<file path="config.mk">
export PLATFORM = sky130hd
export DESIGN_NAME = host_port_device_flat
export DESIGN_NICKNAME = d
export VERILOG_FILES = /design/src/host_port_pkg.sv /design/src/host_port_if.sv /design/src/host_port_device.sv /design/src/flat_wrapper.sv
export VERILOG_INCLUDE_DIRS = /design/src /design/src/src
export SDC_FILE = /design/constraint.sdc
export NUM_CORES = 1
export LEC_CHECK = 0
export BUFFER_PORTS_ARGS = -buffer_cell sky130_fd_sc_hd__buf_2
export CAP_MARGIN = 40
export CORE_MARGIN = 8
export CORE_UTILIZATION = 30
export DETAILED_ROUTE_END_ITERATION = 10
export MAX_ROUTING_LAYER = met4
export PLACE_DENSITY = 0.46
export SETUP_SLACK_MARGIN = 0.15
export SLEW_MARGIN = 5
export SYNTH_ARGS = -nofsm -noshare
export SYNTH_HDL_FRONTEND = slang
export SYNTH_SLANG_ARGS = --single-unit
</file>
<file path="constraint.sdc">
create_clock -name clk -period 3.1 [get_ports clk]
set_input_delay 0.62 -clock clk [delete_from_list [all_inputs] [get_ports clk]]
set_output_delay 0.62 -clock clk [all_outputs]
set_load 0.05 [all_outputs]
</file>
<file path="src/host_port_params.svh">
// Constants for the strobe-driven parallel host port
`ifndef HOST_PORT_PARAMS_SVH
`define HOST_PORT_PARAMS_SVH
`define HP_ADDR_W        7
`define HP_DATA_W        8
`define HP_NUM_REGS      128
`define HP_REG_RESET     8'h00
`define HP_ACK_DELAY     2
`define HP_CNT_W         2
`endif

</file>
<file path="src/host_port_pkg.sv">
// Types shared by both ends of the host port
`include "host_port_params.svh"
package host_port_pkg;
    typedef logic [`HP_ADDR_W-1:0] addr_t;
    typedef logic [`HP_DATA_W-1:0] data_t;
    typedef enum logic {BUS_SPLIT, BUS_COMBINED} bus_style_t;
    typedef enum logic [1:0] {H_IDLE, H_ADDR, H_STROBE, H_END} host_state_t;
endpackage

</file>
<file path="src/host_port_if.sv">
// Pin-level carrier between the microprocessor and the device port
`timescale 1ns/1ps
interface host_port_if;
    import host_port_pkg::*;
    logic                  host_mode;
    bus_style_t            bus_style;
    logic                  read_or_data_strobe_n;
    logic                  addr_latch_or_strobe;
    logic                  chip_select_n;
    logic                  write_or_rw_id;
    addr_t                 addr;
    data_t                 data_host_out;
    logic                  data_host_oe;
    data_t                 data_dev_out;
    logic                  data_dev_oe;
    logic                  cycle_done_ack_n;
    modport device (
        input  host_mode, bus_style, read_or_data_strobe_n, addr_latch_or_strobe, chip_select_n,
        input  write_or_rw_id, addr, data_host_out, data_host_oe,
        output data_dev_out, data_dev_oe, cycle_done_ack_n
    );
    modport host (
        output host_mode, bus_style, read_or_data_strobe_n, addr_latch_or_strobe, chip_select_n,
        output write_or_rw_id, addr, data_host_out, data_host_oe,
        input  data_dev_out, data_dev_oe, cycle_done_ack_n
    );
endinterface

</file>
<file path="src/host_port_device.sv">
// Device end: strobe decode, register file and hardware-mode commands
`timescale 1ns/1ps
// Notes on behaviour
// RULE1 - Combined style: read pin is data strobe
// RULE2 - Hardware mode: pins command all-ones, ch1-3
// RULE3 - Split style: high latch pulse starts cycle
// RULE4 - Split style: address latched on latch fall
// RULE5 - Split style: address buffers open while latch high
// RULE6 - Combined style: address buffers open while strobe low
// RULE7 - Host lowers strobe with or after address
// RULE8 - Host holds strobe low through cycle
// RULE9 - Strobe and select tied together work
// RULE10 - Cycles answered only under chip select
// RULE11 - Deselected: pins ignored, data tri-stated
// RULE12 - Split style: write on write strobe rise
// RULE13 - Combined style: direction sampled at strobe fall
// RULE14 - Drive data during read strobe only
// RULE15 - Ack low only when cycle can finish
module host_port_device (
    host_port_if.device             bus,
    input  wire logic               clk,
    input  wire logic               rst_n,
    output logic [3:1]              send_all_ones,
    output host_port_pkg::addr_t    last_addr,
    output host_port_pkg::data_t    last_wdata,
    output logic                    write_pulse
);
    import host_port_pkg::*;

    // Register file, pin history and cycle state
    data_t                 regs [`HP_NUM_REGS];
    addr_t                 addr_reg;
    addr_t                 addr_next;
    logic                  latch_prev_reg;
    logic                  wr_prev_reg;
    logic                  ds_prev_reg;
    logic                  rw_read_reg;
    logic                  rw_read_next;
    logic                  in_cycle_reg;
    logic                  in_cycle_next;
    logic [`HP_CNT_W-1:0]  cnt_reg;
    logic [`HP_CNT_W-1:0]  cnt_next;
    data_t                 rdata_reg;
    data_t                 rdata_next;
    data_t                 wdata_reg;
    data_t                 wdata_next;
    logic                  wpulse_reg;

    // Wait count has reached the point where the cycle may finish
    function automatic logic count_done(input logic [`HP_CNT_W-1:0] count);
        return count == `HP_CNT_W'(`HP_ACK_DELAY);
    endfunction

    // Host mode with the given bus style
    function automatic logic style_is(input logic mode, input bus_style_t style, input bus_style_t want);
        return mode && style == want;
    endfunction

    // Decode of mode and strobes
    wire   split       = style_is(bus.host_mode, bus.bus_style, BUS_SPLIT);
    wire   combined    = style_is(bus.host_mode, bus.bus_style, BUS_COMBINED);
    // RULE10 chip select gate
    wire   selected    = bus.host_mode && !bus.chip_select_n;
    // RULE5 split address open
    wire   addr_open_s = split && bus.addr_latch_or_strobe;
    // RULE6 combined address open
    wire   addr_open_c = combined && !bus.addr_latch_or_strobe;
    // RULE9 tied strobe and select
    wire   addr_open   = (addr_open_s || addr_open_c) && selected;
    // RULE4 split latch falling edge
    wire   latch_fall  = split && selected && latch_prev_reg && !bus.addr_latch_or_strobe;
    // RULE1 data strobe asserted
    wire   ds_active   = combined && selected && !bus.read_or_data_strobe_n;
    wire   ds_fall     = ds_active && ds_prev_reg;
    wire   rd_active_s = split && selected && !bus.read_or_data_strobe_n;
    wire   wr_active_s = split && selected && !bus.write_or_rw_id;
    // RULE12 write strobe rising edge
    // Select must still be low when the write strobe rises
    wire   wr_rise_s   = split && selected && !wr_prev_reg && bus.write_or_rw_id;
    wire   cur_read    = split ? rd_active_s : (ds_active && rw_read_reg);
    // Combined write lands once the data strobe negates
    wire   cur_write_c = combined && in_cycle_reg && !rw_read_reg && !ds_active;
    wire   strobe_on   = rd_active_s || wr_active_s || ds_active;
    wire   capture     = latch_fall || addr_open;
    wire   addr_t cur_addr = (addr_open_c && selected) ? bus.addr : addr_reg;
    wire   do_write    = wr_rise_s || cur_write_c;
    wire   answer_now  = in_cycle_reg && count_done(cnt_reg);

    // RULE3 capture address while open and on latch fall
    assign addr_next     = capture ? bus.addr : addr_reg;
    // RULE13 direction at strobe fall
    assign rw_read_next  = ds_fall ? bus.write_or_rw_id : rw_read_reg;
    // RULE11 deselect or idle strobe ends the cycle
    assign in_cycle_next = strobe_on && selected;
    // Count holds at the answer point until the strobe negates
    assign cnt_next      = !in_cycle_next ? `HP_CNT_W'(0)
                         : count_done(cnt_reg) ? cnt_reg
                         : cnt_reg + `HP_CNT_W'(1);
    // Read data staged every cycle so it stands at the answer
    assign rdata_next    = regs[cur_addr];
    assign wdata_next    = do_write ? bus.data_host_out : wdata_reg;

    // RULE2 all-ones commands, ch1 strobe, ch2 latch, ch3 select
    assign send_all_ones = bus.host_mode ? 3'b000
                         : {bus.chip_select_n, bus.addr_latch_or_strobe, bus.read_or_data_strobe_n};
    // RULE14 drive only during read
    assign bus.data_dev_oe      = cur_read && answer_now;
    assign bus.data_dev_out     = rdata_reg;
    // RULE15 ack once data or write ready
    assign bus.cycle_done_ack_n = !(strobe_on && answer_now);
    assign last_addr            = addr_reg;
    assign last_wdata           = wdata_reg;
    assign write_pulse          = wpulse_reg;

    // Latch pin history, idle low in split style
    always_ff @(posedge clk or negedge rst_n) begin
        if (!rst_n) begin
            latch_prev_reg <= 1'b0;
        end else begin
            latch_prev_reg <= bus.addr_latch_or_strobe;
        end
    end

    // Write strobe history, idle high
    always_ff @(posedge clk or negedge rst_n) begin
        if (!rst_n) begin
            wr_prev_reg <= 1'b1;
        end else begin
            wr_prev_reg <= bus.write_or_rw_id;
        end
    end

    // Data strobe history, idle high
    always_ff @(posedge clk or negedge rst_n) begin
        if (!rst_n) begin
            ds_prev_reg <= 1'b1;
        end else begin
            ds_prev_reg <= bus.read_or_data_strobe_n;
        end
    end

    // Address latch
    always_ff @(posedge clk or negedge rst_n) begin
        if (!rst_n) begin
            addr_reg <= '0;
        end else begin
            addr_reg <= addr_next;
        end
    end

    // Transfer direction of the combined style
    always_ff @(posedge clk or negedge rst_n) begin
        if (!rst_n) begin
            rw_read_reg <= 1'b1;
        end else begin
            rw_read_reg <= rw_read_next;
        end
    end

    // Cycle in progress
    always_ff @(posedge clk or negedge rst_n) begin
        if (!rst_n) begin
            in_cycle_reg <= 1'b0;
        end else begin
            in_cycle_reg <= in_cycle_next;
        end
    end

    // Wait count toward the answer
    always_ff @(posedge clk or negedge rst_n) begin
        if (!rst_n) begin
            cnt_reg <= '0;
        end else begin
            cnt_reg <= cnt_next;
        end
    end

    // Read data holding register
    always_ff @(posedge clk or negedge rst_n) begin
        if (!rst_n) begin
            rdata_reg <= `HP_REG_RESET;
        end else begin
            rdata_reg <= rdata_next;
        end
    end

    // Last written byte
    always_ff @(posedge clk or negedge rst_n) begin
        if (!rst_n) begin
            wdata_reg <= `HP_REG_RESET;
        end else begin
            wdata_reg <= wdata_next;
        end
    end

    // One-cycle pulse after each committed write
    always_ff @(posedge clk or negedge rst_n) begin
        if (!rst_n) begin
            wpulse_reg <= 1'b0;
        end else begin
            wpulse_reg <= do_write;
        end
    end

    // Reset clears every location, so a read after reset returns zero
    always_ff @(posedge clk or negedge rst_n) begin
        if (!rst_n) begin
            for (int i = 0; i < `HP_NUM_REGS; i++) begin
                regs[i] <= `HP_REG_RESET;
            end
        end else if (do_write) begin
            regs[cur_addr] <= bus.data_host_out;
        end
    end
endmodule

</file>
<file path="src/flat_wrapper.sv">
// flat-port wrapper written by rule: the top's interface ports become plain ports
module host_port_device_flat import host_port_pkg::*;
  (clk, rst_n, send_all_ones, last_addr, last_wdata, write_pulse, bus_host_mode, bus_bus_style, bus_read_or_data_strobe_n, bus_addr_latch_or_strobe, bus_chip_select_n, bus_write_or_rw_id, bus_addr, bus_data_host_out, bus_data_host_oe, bus_data_dev_out, bus_data_dev_oe, bus_cycle_done_ack_n);
  host_port_if bus_i ();
  input  wire logic clk;
  input  wire logic rst_n;
  output logic [3:1] send_all_ones;
  output host_port_pkg::addr_t last_addr;
  output host_port_pkg::data_t last_wdata;
  output logic write_pulse;
  input wire logic [$bits(bus_i.host_mode)-1:0] bus_host_mode;
  input wire logic [$bits(bus_i.bus_style)-1:0] bus_bus_style;
  input wire logic [$bits(bus_i.read_or_data_strobe_n)-1:0] bus_read_or_data_strobe_n;
  input wire logic [$bits(bus_i.addr_latch_or_strobe)-1:0] bus_addr_latch_or_strobe;
  input wire logic [$bits(bus_i.chip_select_n)-1:0] bus_chip_select_n;
  input wire logic [$bits(bus_i.write_or_rw_id)-1:0] bus_write_or_rw_id;
  input wire logic [$bits(bus_i.addr)-1:0] bus_addr;
  input wire logic [$bits(bus_i.data_host_out)-1:0] bus_data_host_out;
  input wire logic [$bits(bus_i.data_host_oe)-1:0] bus_data_host_oe;
  output wire logic [$bits(bus_i.data_dev_out)-1:0] bus_data_dev_out;
  output wire logic [$bits(bus_i.data_dev_oe)-1:0] bus_data_dev_oe;
  output wire logic [$bits(bus_i.cycle_done_ack_n)-1:0] bus_cycle_done_ack_n;
  assign bus_i.host_mode = bus_host_mode;
  assign bus_i.bus_style = bus_bus_style;
  assign bus_i.read_or_data_strobe_n = bus_read_or_data_strobe_n;
  assign bus_i.addr_latch_or_strobe = bus_addr_latch_or_strobe;
  assign bus_i.chip_select_n = bus_chip_select_n;
  assign bus_i.write_or_rw_id = bus_write_or_rw_id;
  assign bus_i.addr = bus_addr;
  assign bus_i.data_host_out = bus_data_host_out;
  assign bus_i.data_host_oe = bus_data_host_oe;
  assign bus_data_dev_out = bus_i.data_dev_out;
  assign bus_data_dev_oe = bus_i.data_dev_oe;
  assign bus_cycle_done_ack_n = bus_i.cycle_done_ack_n;
  host_port_device u_core (.bus(bus_i), .clk(clk), .rst_n(rst_n), .send_all_ones(send_all_ones), .last_addr(last_addr), .last_wdata(last_wdata), .write_pulse(write_pulse));
endmodule
</file>
After elaboration in Yosys (flattened, before gate mapping). Cells that the tools add are included.

Logic and storage cells: 195. Output and inout bits: 29. Bits of input ports: 24. Register bits: 1055.

Bitwise gates (word level): 2. Magnitude comparators: 2. Equality and inequality tests: 2. Multiplexer cells: 11. $add $sub $neg: 1. Reduce and logical (&&, ||, !) cells: 39.

Operators with widths (count): bitwise mux 1024 bit (1); binary-select mux 8 bit (select 7 bit) (1); demux 8 bit (select 7 bit) (1); logical AND 1 bit (26); two-way mux 8 bit (3); greater-or-equal comparator 8 bit (second input constant) (1); logical NOT 1 bit (8); < comparator 8 x 1 -> 1 bit (second input constant) (1); NOT 7 -> 8 bit (1); two-way mux 7 bit (1); logical OR 1 bit (5); two-way mux 2 bit (2); two-way mux 3 bit (1); adder 2 x 1 -> 2 bit (second input constant) (1); equality test 2 bit (second input constant) (1); != test 2 bit (second input constant) (1); two-way mux 1 bit (1); NOT 1 bit (1).

Depth between registers and ports, before layout. Gate-level depths: netlist of run 1.

Depth after elaboration: 10. Mapped depth: 11. Depth with buffers taken out: 7.

Least setup slack after synthesis of run 1. No wires, ideal clock.

Path type: input -> register. Start point: input port bus_addr_latch_or_strobe. End point: register u_core.rdata_reg[0] (netlist: u_core.bus.data_dev_out[0]). Buffers on the path: 1. Stages on the path: 7. Arrival: 3.093 ns. Required time: 2.961 ns. Setup slack: -0.132 ns. Cells stage by stage: and4bb_1 -> buf_6 -> mux2i_1 -> mux4_2 -> a2111oi_0 -> a31oi_1 -> or4_1.

Cells in the longest elaborated chain, start to end: 8.

Ends and longest elaborated chain: start: declaration (RTL line flat_wrapper.sv:14) `input wire logic [$bits(bus_i.addr_latch_or_strobe)-1:0] bus_addr_latch_or_strobe;`; logical NOT 1 bit (RTL line host_port_device.sv:67) `wire addr_open_c = combined && !bus.addr_latch_or_strobe;`; logical AND 1 bit (RTL line host_port_device.sv:67); logical AND 1 bit (RTL line host_port_device.sv:85) `wire addr_t cur_addr = (addr_open_c && selected) ? bus.addr : addr_reg;`; two-way mux 7 bit (RTL line host_port_device.sv:85); NOT 7 -> 8 bit (implied by the code) (RTL line host_port_device.sv:100) `assign rdata_next = regs[cur_addr];`; binary-select mux 8 bit (select 7 bit) (RTL line host_port_device.sv:100); two-way mux 8 bit (implied by the code) (2 in series) (RTL line host_port_device.sv:100); net u_core.rdata_next[0] (RTL line host_port_device.sv:44) `data_t rdata_next;`; end signal: assignment (RTL line host_port_device.sv:181) `` rdata_reg <= `HP_REG_RESET; ``; end signal: assignment (RTL line host_port_device.sv:183) `rdata_reg <= rdata_next;`; end: declaration (RTL line host_port_device.sv:43) `data_t rdata_reg;`.

The timed path passes the listed nets, and every way through them passes these cells. The select of a mux whose other input is x is not followed. A chain may end at the register's enable or synchronous reset.

Worst setup path after layout of run 1.
Start point: input port bus_chip_select_n. End point: register u_core.rdata_reg[3] (netlist: u_core.bus.data_dev_out[3]).

Cells in the longest elaborated chain, start to end: 8.

Ends and longest elaborated chain: start: declaration (RTL line flat_wrapper.sv:15) `input wire logic [$bits(bus_i.chip_select_n)-1:0] bus_chip_select_n;`; logical NOT 1 bit (RTL line host_port_device.sv:63) `wire selected = bus.host_mode && !bus.chip_select_n;`; logical AND 1 bit (RTL line host_port_device.sv:63); logical AND 1 bit (RTL line host_port_device.sv:85); two-way mux 7 bit (RTL line host_port_device.sv:85); NOT 7 -> 8 bit (implied by the code) (RTL line host_port_device.sv:100); binary-select mux 8 bit (select 7 bit) (RTL line host_port_device.sv:100); two-way mux 8 bit (implied by the code) (2 in series) (RTL line host_port_device.sv:100); net u_core.rdata_next[3] (RTL line host_port_device.sv:44).

The timed path passes the listed nets, and every way through them passes these cells. The select of a mux whose other input is x is not followed.

==> flow_summary.ini, run 1 <==
[outcome]
status = finished clean

[synthesis]
yosysSeqAreaShare = 0.549
postSynthCellCount = 3491
synthFlopType = dfrtp_1
ys_async_sr_fraction = 1.00
yosysWarningCount = 0
synth-edff-count = 0
syn_nets = 3516
syn_area_per_cell_um2 = 13.8
ys_ff_latch = 1055
synth.cell_area_um2 = 48100
synth_cell_types = 43

[critical_path]
slowest_delay_ns = 0.47
worstSetupEndpointType = flop
critPathMaxFanout = 14
crit_chain = buf_2, and4bb_4, mux2_8, buf_16, mux2i_1, o22ai_1, nor4_1, buf_4, a21oi_1, or4_1
crit_family = simple AND/OR/NAND/NOR gates
critPathSlowestCell = mux2_8
crit_buf_inv = 3
required_ns = 3.70
start_kind = input port
crit_arrival_ns = 3.60
critPathKind = input port to flop

[layout]
layout_commonest_cell = dfrtp_1
fillers = 15300
largest_register = u_core.regs
most-common-layout-cells = dfrtp_1, mux2_2, mux2i_1
syn_to_final_growth_pct = 24.5
largest_reg_flops = 1024
nNetsFinal = 3890
utilization = 0.374
drive_gt1_frac = 0.470

[timing]
period_share = 0.969
setup_viol = 0
post-route-min-period_ns = 3.01
fmax_ghz = 0.333
relSlewSlack = 0.500
slew_violations = 0
tightest_slew_ns = 0.750
whs_ns = 0.133
final_hold_viol_count = 0
rsz0062_at_grt = true
skew_ns = 0.0300
tns_ns = 0

[global_routing]
first_global_vias = 31700
grt_pass1_wl_um = 226000
grt_max_degree = 114
grt_usage = 0.176
global_route.overflow_total = 0
antenna_found_initial = 5

[floorplan]
rows = 147
die_w_um = 416
initial_core_util = 0.301
die_h_um = 416
coreArea_um2 = 160000
dieArea_um2 = 173000
io_pins = 53

[pwr]
ir_drop_mv = 0.413
powerDensity_nw_per_um2 = 564
p_leak_uw = 0.0288

[clock_tree]
clk_path_buf_depth = 3
cts_tree = yes
clockRootBuffer = clkbuf_16
clock_latency_ns = 0.74
clock-sinks = 1055
htree_levels = 3
cts_inserted_buffers = 120
cts.clk_slew.worst_paths_ns = 0.06

[detailed_routing]
drt-pass1-iter-count = 5
drc = 0
wl_per_cell_um = 25.2
finalWirelength_um = 153000
drtAntennaViolNets = 0
first_iter_violations = 2023
dr_total_vias = 30700
vias_per_cell = 5.07

[flow_run]
cap_violations = 0

[placement]
io_buffers = 51
gp_congestion = 0.843
hpwl_um = 102000

[min_path]
hold_path.class = input port to flop
through the flow:
| stage | worst slack [ns] | std cells | total power (µW) | instance area, µm² |
|---|---|---|---|---|
| after global placement | -1.07 | 5803 | 19700 | 55100 |
| after floorplan | 0.149 | 3491 | 17500 | 48200 |
| final | 0.0946 | 6047 | 33700 | 59800 |
| after detailed placement | -1.06 | 5805 | 19800 | 55100 |
| after global routing | 0.0562 | 6044 | 35100 | 59800 |
| after CTS | 0.102 | 6024 | 33900 | 59100 |
layer usage:
metal	track usage	vias to the layer above	routed length (µm)
li1	-	13600	-
met1	0.250	16300	74000
met2	0.269	487	69700
met3	0.0218	209	4950
met4	0.0421	0	3970
met5	-	-	0
power by group:
group,internal [µW],switching (µW),total [µW]
combinational,2160,2940,5100
clock,8100,5830,13900
sequential,14400,337,14700
final timing paths:
check	cells after the start	from	slack [ns]	to
min in group asynchronous	2	rst_n	0.40	u_core.regs[204]$_DFFE_PN0P_
max reg2reg	8	u_core.last_addr[2]$_DFFE_PN0P_	0.16	u_core.bus.data_dev_out[3]$_DFF_PN0_
max in group asynchronous	4	rst_n	1.63	u_core.regs[865]$_DFFE_PN0P_
max	10	bus_chip_select_n	0.09	u_core.bus.data_dev_out[3]$_DFF_PN0_
min	2	bus_addr_latch_or_strobe	0.13	u_core.latch_prev_reg$_DFF_PN0_
min reg2reg	1	u_core.regs[785]$_DFFE_PN0P_	0.49	u_core.regs[785]$_DFFE_PN0P_
cell type report:
class | instances | area (µm²) | area share
diodes | 3 | 7.51 | 0.000125
flip-flops and latches | 1055 | 26400 | 0.441
repair buffers | 509 | 5890 | 0.0984
well taps | 2086 | 2610 | 0.0436
multi-input cells | 2174 | 21000 | 0.352
clock buffers | 190 | 3620 | 0.0605
inverters | 5 | 18.8 | 0.000314
clock inverters | 25 | 238 | 0.00397
worst register-to-register path, cell delays in order, from the launching register on:
cell	delay, ns
dfrtp_2	0.47
mux2_8	0.40
buf_16	0.22
mux2i_1	0.39
o22ai_1	0.19
nor4_1	0.40
buf_4	0.21
a21oi_1	0.08
or4_1	0.47
cells by family after synthesis:
kind of cell,Yosys count,synth area share
compound gates,304,0.0386
xor+xnor,1,0.000182
fa+ha+maj,1,0.000260
buf+inv,264,0.0236
flops,1055,0.549
mux,1556,0.352
simple gates,310,0.0359
cell usage after synthesis (all sizes together), types with 3 or more instances:
library cell	count	area share
inv	5	0.00039
nand3	10	0.0010
dfrtp	1052	0.55
a31oi	5	0.00065
clkbuf	167	0.013
or2	9	0.0012
nand2b	10	0.0013
dfstp	3	0.0016
nor2	82	0.0095
a21oi	38	0.0040
mux4	3	0.0014
o22ai	251	0.033
nand4	3	0.00039
nand3b	7	0.0011
nand2	88	0.0069
nor3	10	0.0016
nor4	66	0.0092
nor3b	6	0.00094
buf	92	0.010
o21ai	5	0.00052
nor2b	8	0.0010
or4	8	0.0012
mux2i	510	0.11
mux2	1043	0.24
timing repair:
action / in CTS / in global routing
pin swaps: 3 / 19
gates cloned: 0 / 7
hold buffers: 3 / 0
resized for setup: 24 / 83
setup buffers: 1 / 13
endpoints found under the setup margin: 8 / 8
hold endpoints to repair: 18 / 0
Note: power is estimated with default switching activity, not from simulation.
==> run 2, diff against run 1 <==
CORE_UTILIZATION = 31   (was 30)
PLACE_DENSITY = 0.47   (was 0.46)
==> flow_summary.ini, run 2 (synthesis results as in run 1) <==
[detailed_routing]
dr_total_vias = 30700
drt-pass1-iter-count = 5
drtAntennaViolNets = 0
wl_per_cell_um = 25.1
drc = 0
vias_per_cell = 5.09
first_iter_violations = 1876
finalWirelength_um = 151000

[timing]
fmax_ghz = 0.337
period_share = 0.957
relSlewSlack = 0.435
tightest_slew_ns = 0.845
rsz0062_at_grt = true
slew_violations = 0
whs_ns = 0.121
skew_ns = 0.0313
setup_viol = 0
final_hold_viol_count = 0
post-route-min-period_ns = 2.97

[global_routing]
grt_pass1_wl_um = 225000
grt_max_degree = 93
antenna_found_initial = 8
grt_usage = 0.181
global_route.overflow_total = 0
first_global_vias = 32100

[critical_path]
crit_start = bus_chip_select_n
regToRegStartpoint = u_core.last_addr[2]$_DFFE_PN0P_
worstSetupEndpointType = flop
cp-endpoint = u_core.bus.data_dev_out[2]$_DFF_PN0_
rrSetupSlack_ns = 0.15
required_ns = 3.70
r2r-end = u_core.bus.data_dev_out[2]$_DFF_PN0_
critPathKind = input port to flop
crit_arrival_ns = 3.57
reg2reg_depth = 8
start_kind = input port
critPathMaxFanout = 29

[clock_tree]
cts_tree = yes
clockRootBuffer = clkbuf_16
clk_path_buf_depth = 3
cts.clk_slew.worst_paths_ns = 0.06
clock-sinks = 1055
cts_inserted_buffers = 118
clock_latency_ns = 0.74
htree_levels = 3

[pwr]
p_leak_uw = 0.0290
ir_drop_mv = 0.402
powerDensity_nw_per_um2 = 569

[outcome]
status = finished clean

[placement]
io_buffers = 51
hpwl_um = 101000
gp_congestion = 0.827
dp.cells = 5794

[floorplan]
coreArea_um2 = 154000
die_h_um = 410
die_w_um = 410
dieArea_um2 = 168000
initial_core_util = 0.312
rows = 144
io_pins = 53

[layout]
most-common-layout-cells = dfrtp_1, mux2_2, mux2i_1
drive_gt1_frac = 0.477
fin_cells = 6039
largest_register = u_core.regs
fillers = 14600
nNetsFinal = 3922
largest_reg_flops = 1024
layout_commonest_cell = dfrtp_1
syn_to_final_growth_pct = 25.4

[min_path]
hold_path.class = input port to flop

[flow_run]
cap_violations = 0
==> run 2: worst max-delay path, stage by stage <==
cell       delay, ns
buf_2           0.11
and4bb_4        0.40
mux2_8          0.49
buf_4           0.20
bufbuf_16       0.35
mux2i_2         0.28
o22ai_1         0.15
nor4_1          0.27
a21oi_1         0.17
or4_1           0.49
==> run 2: worst min path at each step <==
stage	from	end	slack (ns)	depth (start not counted)
after floorplan	rst_n	u_core.bus.data_dev_out[0]$_DFF_PN0_	0.32	0
after global placement	u_core.regs[785]$_DFFE_PN0P_	u_core.regs[785]$_DFFE_PN0P_	0.47	1
after detailed placement	u_core.regs[786]$_DFFE_PN0P_	u_core.regs[786]$_DFFE_PN0P_	0.48	1
after CTS	bus_addr_latch_or_strobe	u_core.latch_prev_reg$_DFF_PN0_	0.06	2
after global routing	bus_addr_latch_or_strobe	u_core.latch_prev_reg$_DFF_PN0_	0.11	2
final	bus_addr_latch_or_strobe	u_core.latch_prev_reg$_DFF_PN0_	0.12	2
==> run 2: through the flow <==
stage               total power [µW]  setup slack, ns  cell area [µm²]  TNS, ns   util
floorplan                      17500            0.149            48200        0      -
global placement               19800           -0.809            55500  -134.59  0.360
detailed placement             19800           -0.830            55500  -135.07  0.360
CTS                            34600            0.140            59700        0  0.388
global route                   35600           0.0610            60300        0  0.391
finish                         34300            0.134            60300        0  0.391
==> run 2: power by group <==
part / total, µW / switching (µW) / internal (µW) / leakage [µW]
Combinational: 5160 / 2940 / 2220 / 0.0124
Sequential: 14700 / 332 / 14400 / 0.0146
Clock: 14500 / 5910 / 8560 / 0.00194
Total: 34300 / 9190 / 25100 / 0.0290
==> run 2: what timing repair did <==
item                                    in CTS  in global routing
cloned                                       2                  4
setup buffers                                3                 15
endpoints found under the setup margin       6                  8
pin swaps                                    5                 21
hold buffers                                 3                  0
gates resized for setup                     24                 66
hold endpoints to repair                    30                  0
==> run 2: layout make-up <==
cell class / instances / area, µm² / area share
antenna: 4 / 10.0 / 0.000166
clock buffer: 175 / 3400 / 0.0564
clock inverter: 39 / 569 / 0.00944
inverter: 5 / 18.8 / 0.000311
multi-input combinational: 2173 / 21100 / 0.350
sequential: 1055 / 26400 / 0.438
tap: 2044 / 2560 / 0.0424
timing repair buffer: 544 / 6220 / 0.103
==> run 2: layer usage <==
layer | vias to the layer above | track usage | wire length (µm)
met5 | - | - | 0
met4 | 0 | 0.0433 | 3330
met3 | 176 | 0.0199 | 5290
met2 | 518 | 0.280 | 70100
met1 | 16300 | 0.255 | 72600
li1 | 13700 | - | -
==> run 3, diff against run 2 <==
CORE_ASPECT_RATIO = 1.25   (was default)
==> flow_summary.ini, run 3 (synthesis results as in run 1) <==
[critical_path]
required_ns = 3.68
start_kind = input port
worstSetupEndpointType = flop
critPathMaxFanout = 10
crit_arrival_ns = 3.63
reg2reg_depth = 10
critPathKind = input port to flop

[layout]
fillers = 14600
multiInputGateArea_um2 = 21900
seq_area_um2 = 26400
design_area_um2 = 60500
drive_gt1_frac = 0.500
nNetsFinal = 3900
largest_register = u_core.regs
most-common-layout-cells = dfrtp_1, mux2_2, mux2i_1
largest_reg_flops = 1024
syn_to_final_growth_pct = 25.8
utilization = 0.392
layout_commonest_cell = dfrtp_1

[placement]
gp_congestion = 0.859
dp_slack_ns = -1.09
hpwl_um = 103000
place_area_um2 = 55100
io_buffers = 51

[pwr]
p_switching_uw = 9030
pwr-share-clk = 0.406
switching_share = 0.269
power.total_uw = 33600
intPower_uw = 24600
ir_drop_mv = 0.401
combPwrFrac = 0.157
p_leak_uw = 0.0287
power_frac_seq = 0.437
powerDensity_nw_per_um2 = 556

[floorplan]
rows = 161
dieArea_um2 = 168000
die_w_um = 368
coreArea_um2 = 154000
io_pins = 53
die_h_um = 456
initial_core_util = 0.312

[timing]
fmax_ghz = 0.328
post-route-min-period_ns = 3.05
tightest_slew_ns = 0.789
final_hold_viol_count = 0
period_share = 0.983
layout_setup_ws_ns = 0.0539
slew_violations = 0
skew_ns = 0.0270
relSlewSlack = 0.474
whs_ns = 0.159
rsz0062_at_grt = true
setup_viol = 0

[clock_tree]
clockRootBuffer = clkbuf_16
clk_path_buf_depth = 3
htree_levels = 3
clock-sinks = 1055
clock_latency_ns = 0.71
cts_tree = yes
cts_inserted_buffers = 110
cts.clk_slew.worst_paths_ns = 0.06

[global_routing]
antenna_found_initial = 14
grt_pass1_wl_um = 226000
global_route.overflow_total = 0
grt_max_degree = 110
first_global_vias = 32500
grt_usage = 0.181

[detailed_routing]
finalWirelength_um = 151000
wl_per_cell_um = 25.2
drtAntennaViolNets = 0
dr_total_vias = 30400
vias_per_cell = 5.06
top_layer = met4
met3WireLength_um = 4500
wl_met2_um = 75900
drc = 0
wl_met1_um = 66500
first_iter_violations = 1549
drt-pass1-iter-count = 5

[flow_run]
cap_violations = 0

[outcome]
status = finished clean

[min_path]
holdPathStages = 2
hold_path.class = input port to flop
run 3: cell count changes in the layout (fill, tap and decap cells not counted), sizes merged:
cell,before,now
mux2,1044,1043
diode,4,7
bufinv,12,9
clkbuf,178,170
buf,537,522
clkinv,18,15
clkinvlp,4,5
bufbuf,1,0
run 3: critical path: stages:
cell,delay [ns]
buf_2,0.10
and4bb_4,0.46
mux2_8,0.46
buf_12,0.19
buf_6,0.17
buf_4,0.19
mux2i_4,0.20
o22ai_2,0.12
nor4_4,0.38
a21oi_2,0.17
or4_4,0.51
run 3: cell type report:
class | instances | share of cell area
diodes | 7 | 0.000290
clock buffers | 164 | 0.0534
clock inverters | 34 | 0.00749
inverters | 5 | 0.000310
multi-input cells | 2172 | 0.361
flip-flops and latches | 1055 | 0.437
well taps | 2037 | 0.0421
repair buffers | 531 | 0.0986
run 3: routing by layer:
metal,GRT usage,up-vias
li1,-,13600
met1,0.230,16200
met2,0.304,405
met3,0.0215,197
met4,0.0549,0
met5,-,-
run 3: power by group through the flow:
| stage | sequential [µW] | combinational [µW] | clock [µW] |
|---|---|---|---|
| after floorplan | 15000 | 2520 | 0 |
| after global placement | 14900 | 4820 | 0 |
| after detailed placement | 14900 | 4850 | 0 |
| after CTS | 14700 | 5110 | 14100 |
| after global routing | 14700 | 5570 | 14600 |
| final | 14700 | 5270 | 13600 |
run 3: final timing paths:
check	startpoint	endpoint	slack, ns
min in group asynchronous	rst_n	u_core.last_wdata[3]$_DFFE_PN0P_	0.40
max	bus_addr_latch_or_strobe	u_core.bus.data_dev_out[1]$_DFF_PN0_	0.05
max in group asynchronous	rst_n	u_core.regs[23]$_DFFE_PN0P_	1.57
min reg2reg	u_core.last_wdata[2]$_DFFE_PN0P_	u_core.last_wdata[2]$_DFFE_PN0P_	0.50
min	bus_addr_latch_or_strobe	u_core.latch_prev_reg$_DFF_PN0_	0.16
max reg2reg	u_core.last_addr[1]$_DFFE_PN0P_	u_core.bus.data_dev_out[1]$_DFF_PN0_	0.16
run 3: timing repair:
action / in CTS / in global routing
resized for setup: 161 / 83
hold buffers: 3 / 0
setup buffers: 7 / 6
setup endpoints to repair: 16 / 36
pin swaps: 26 / 35
cloned: 2 / 7
hold endpoints to repair: 19 / 0
run 3: per-stage QoR:
| step | setup TNS (ns) | instances |
|---|---|---|
| final | 0 | 6005 |
| after global routing | 0 | 6002 |
| after CTS | 0 | 5985 |
| after detailed placement | -342.37 | 5775 |
| after global placement | -311.95 | 5775 |
| after floorplan | 0 | 3491 |
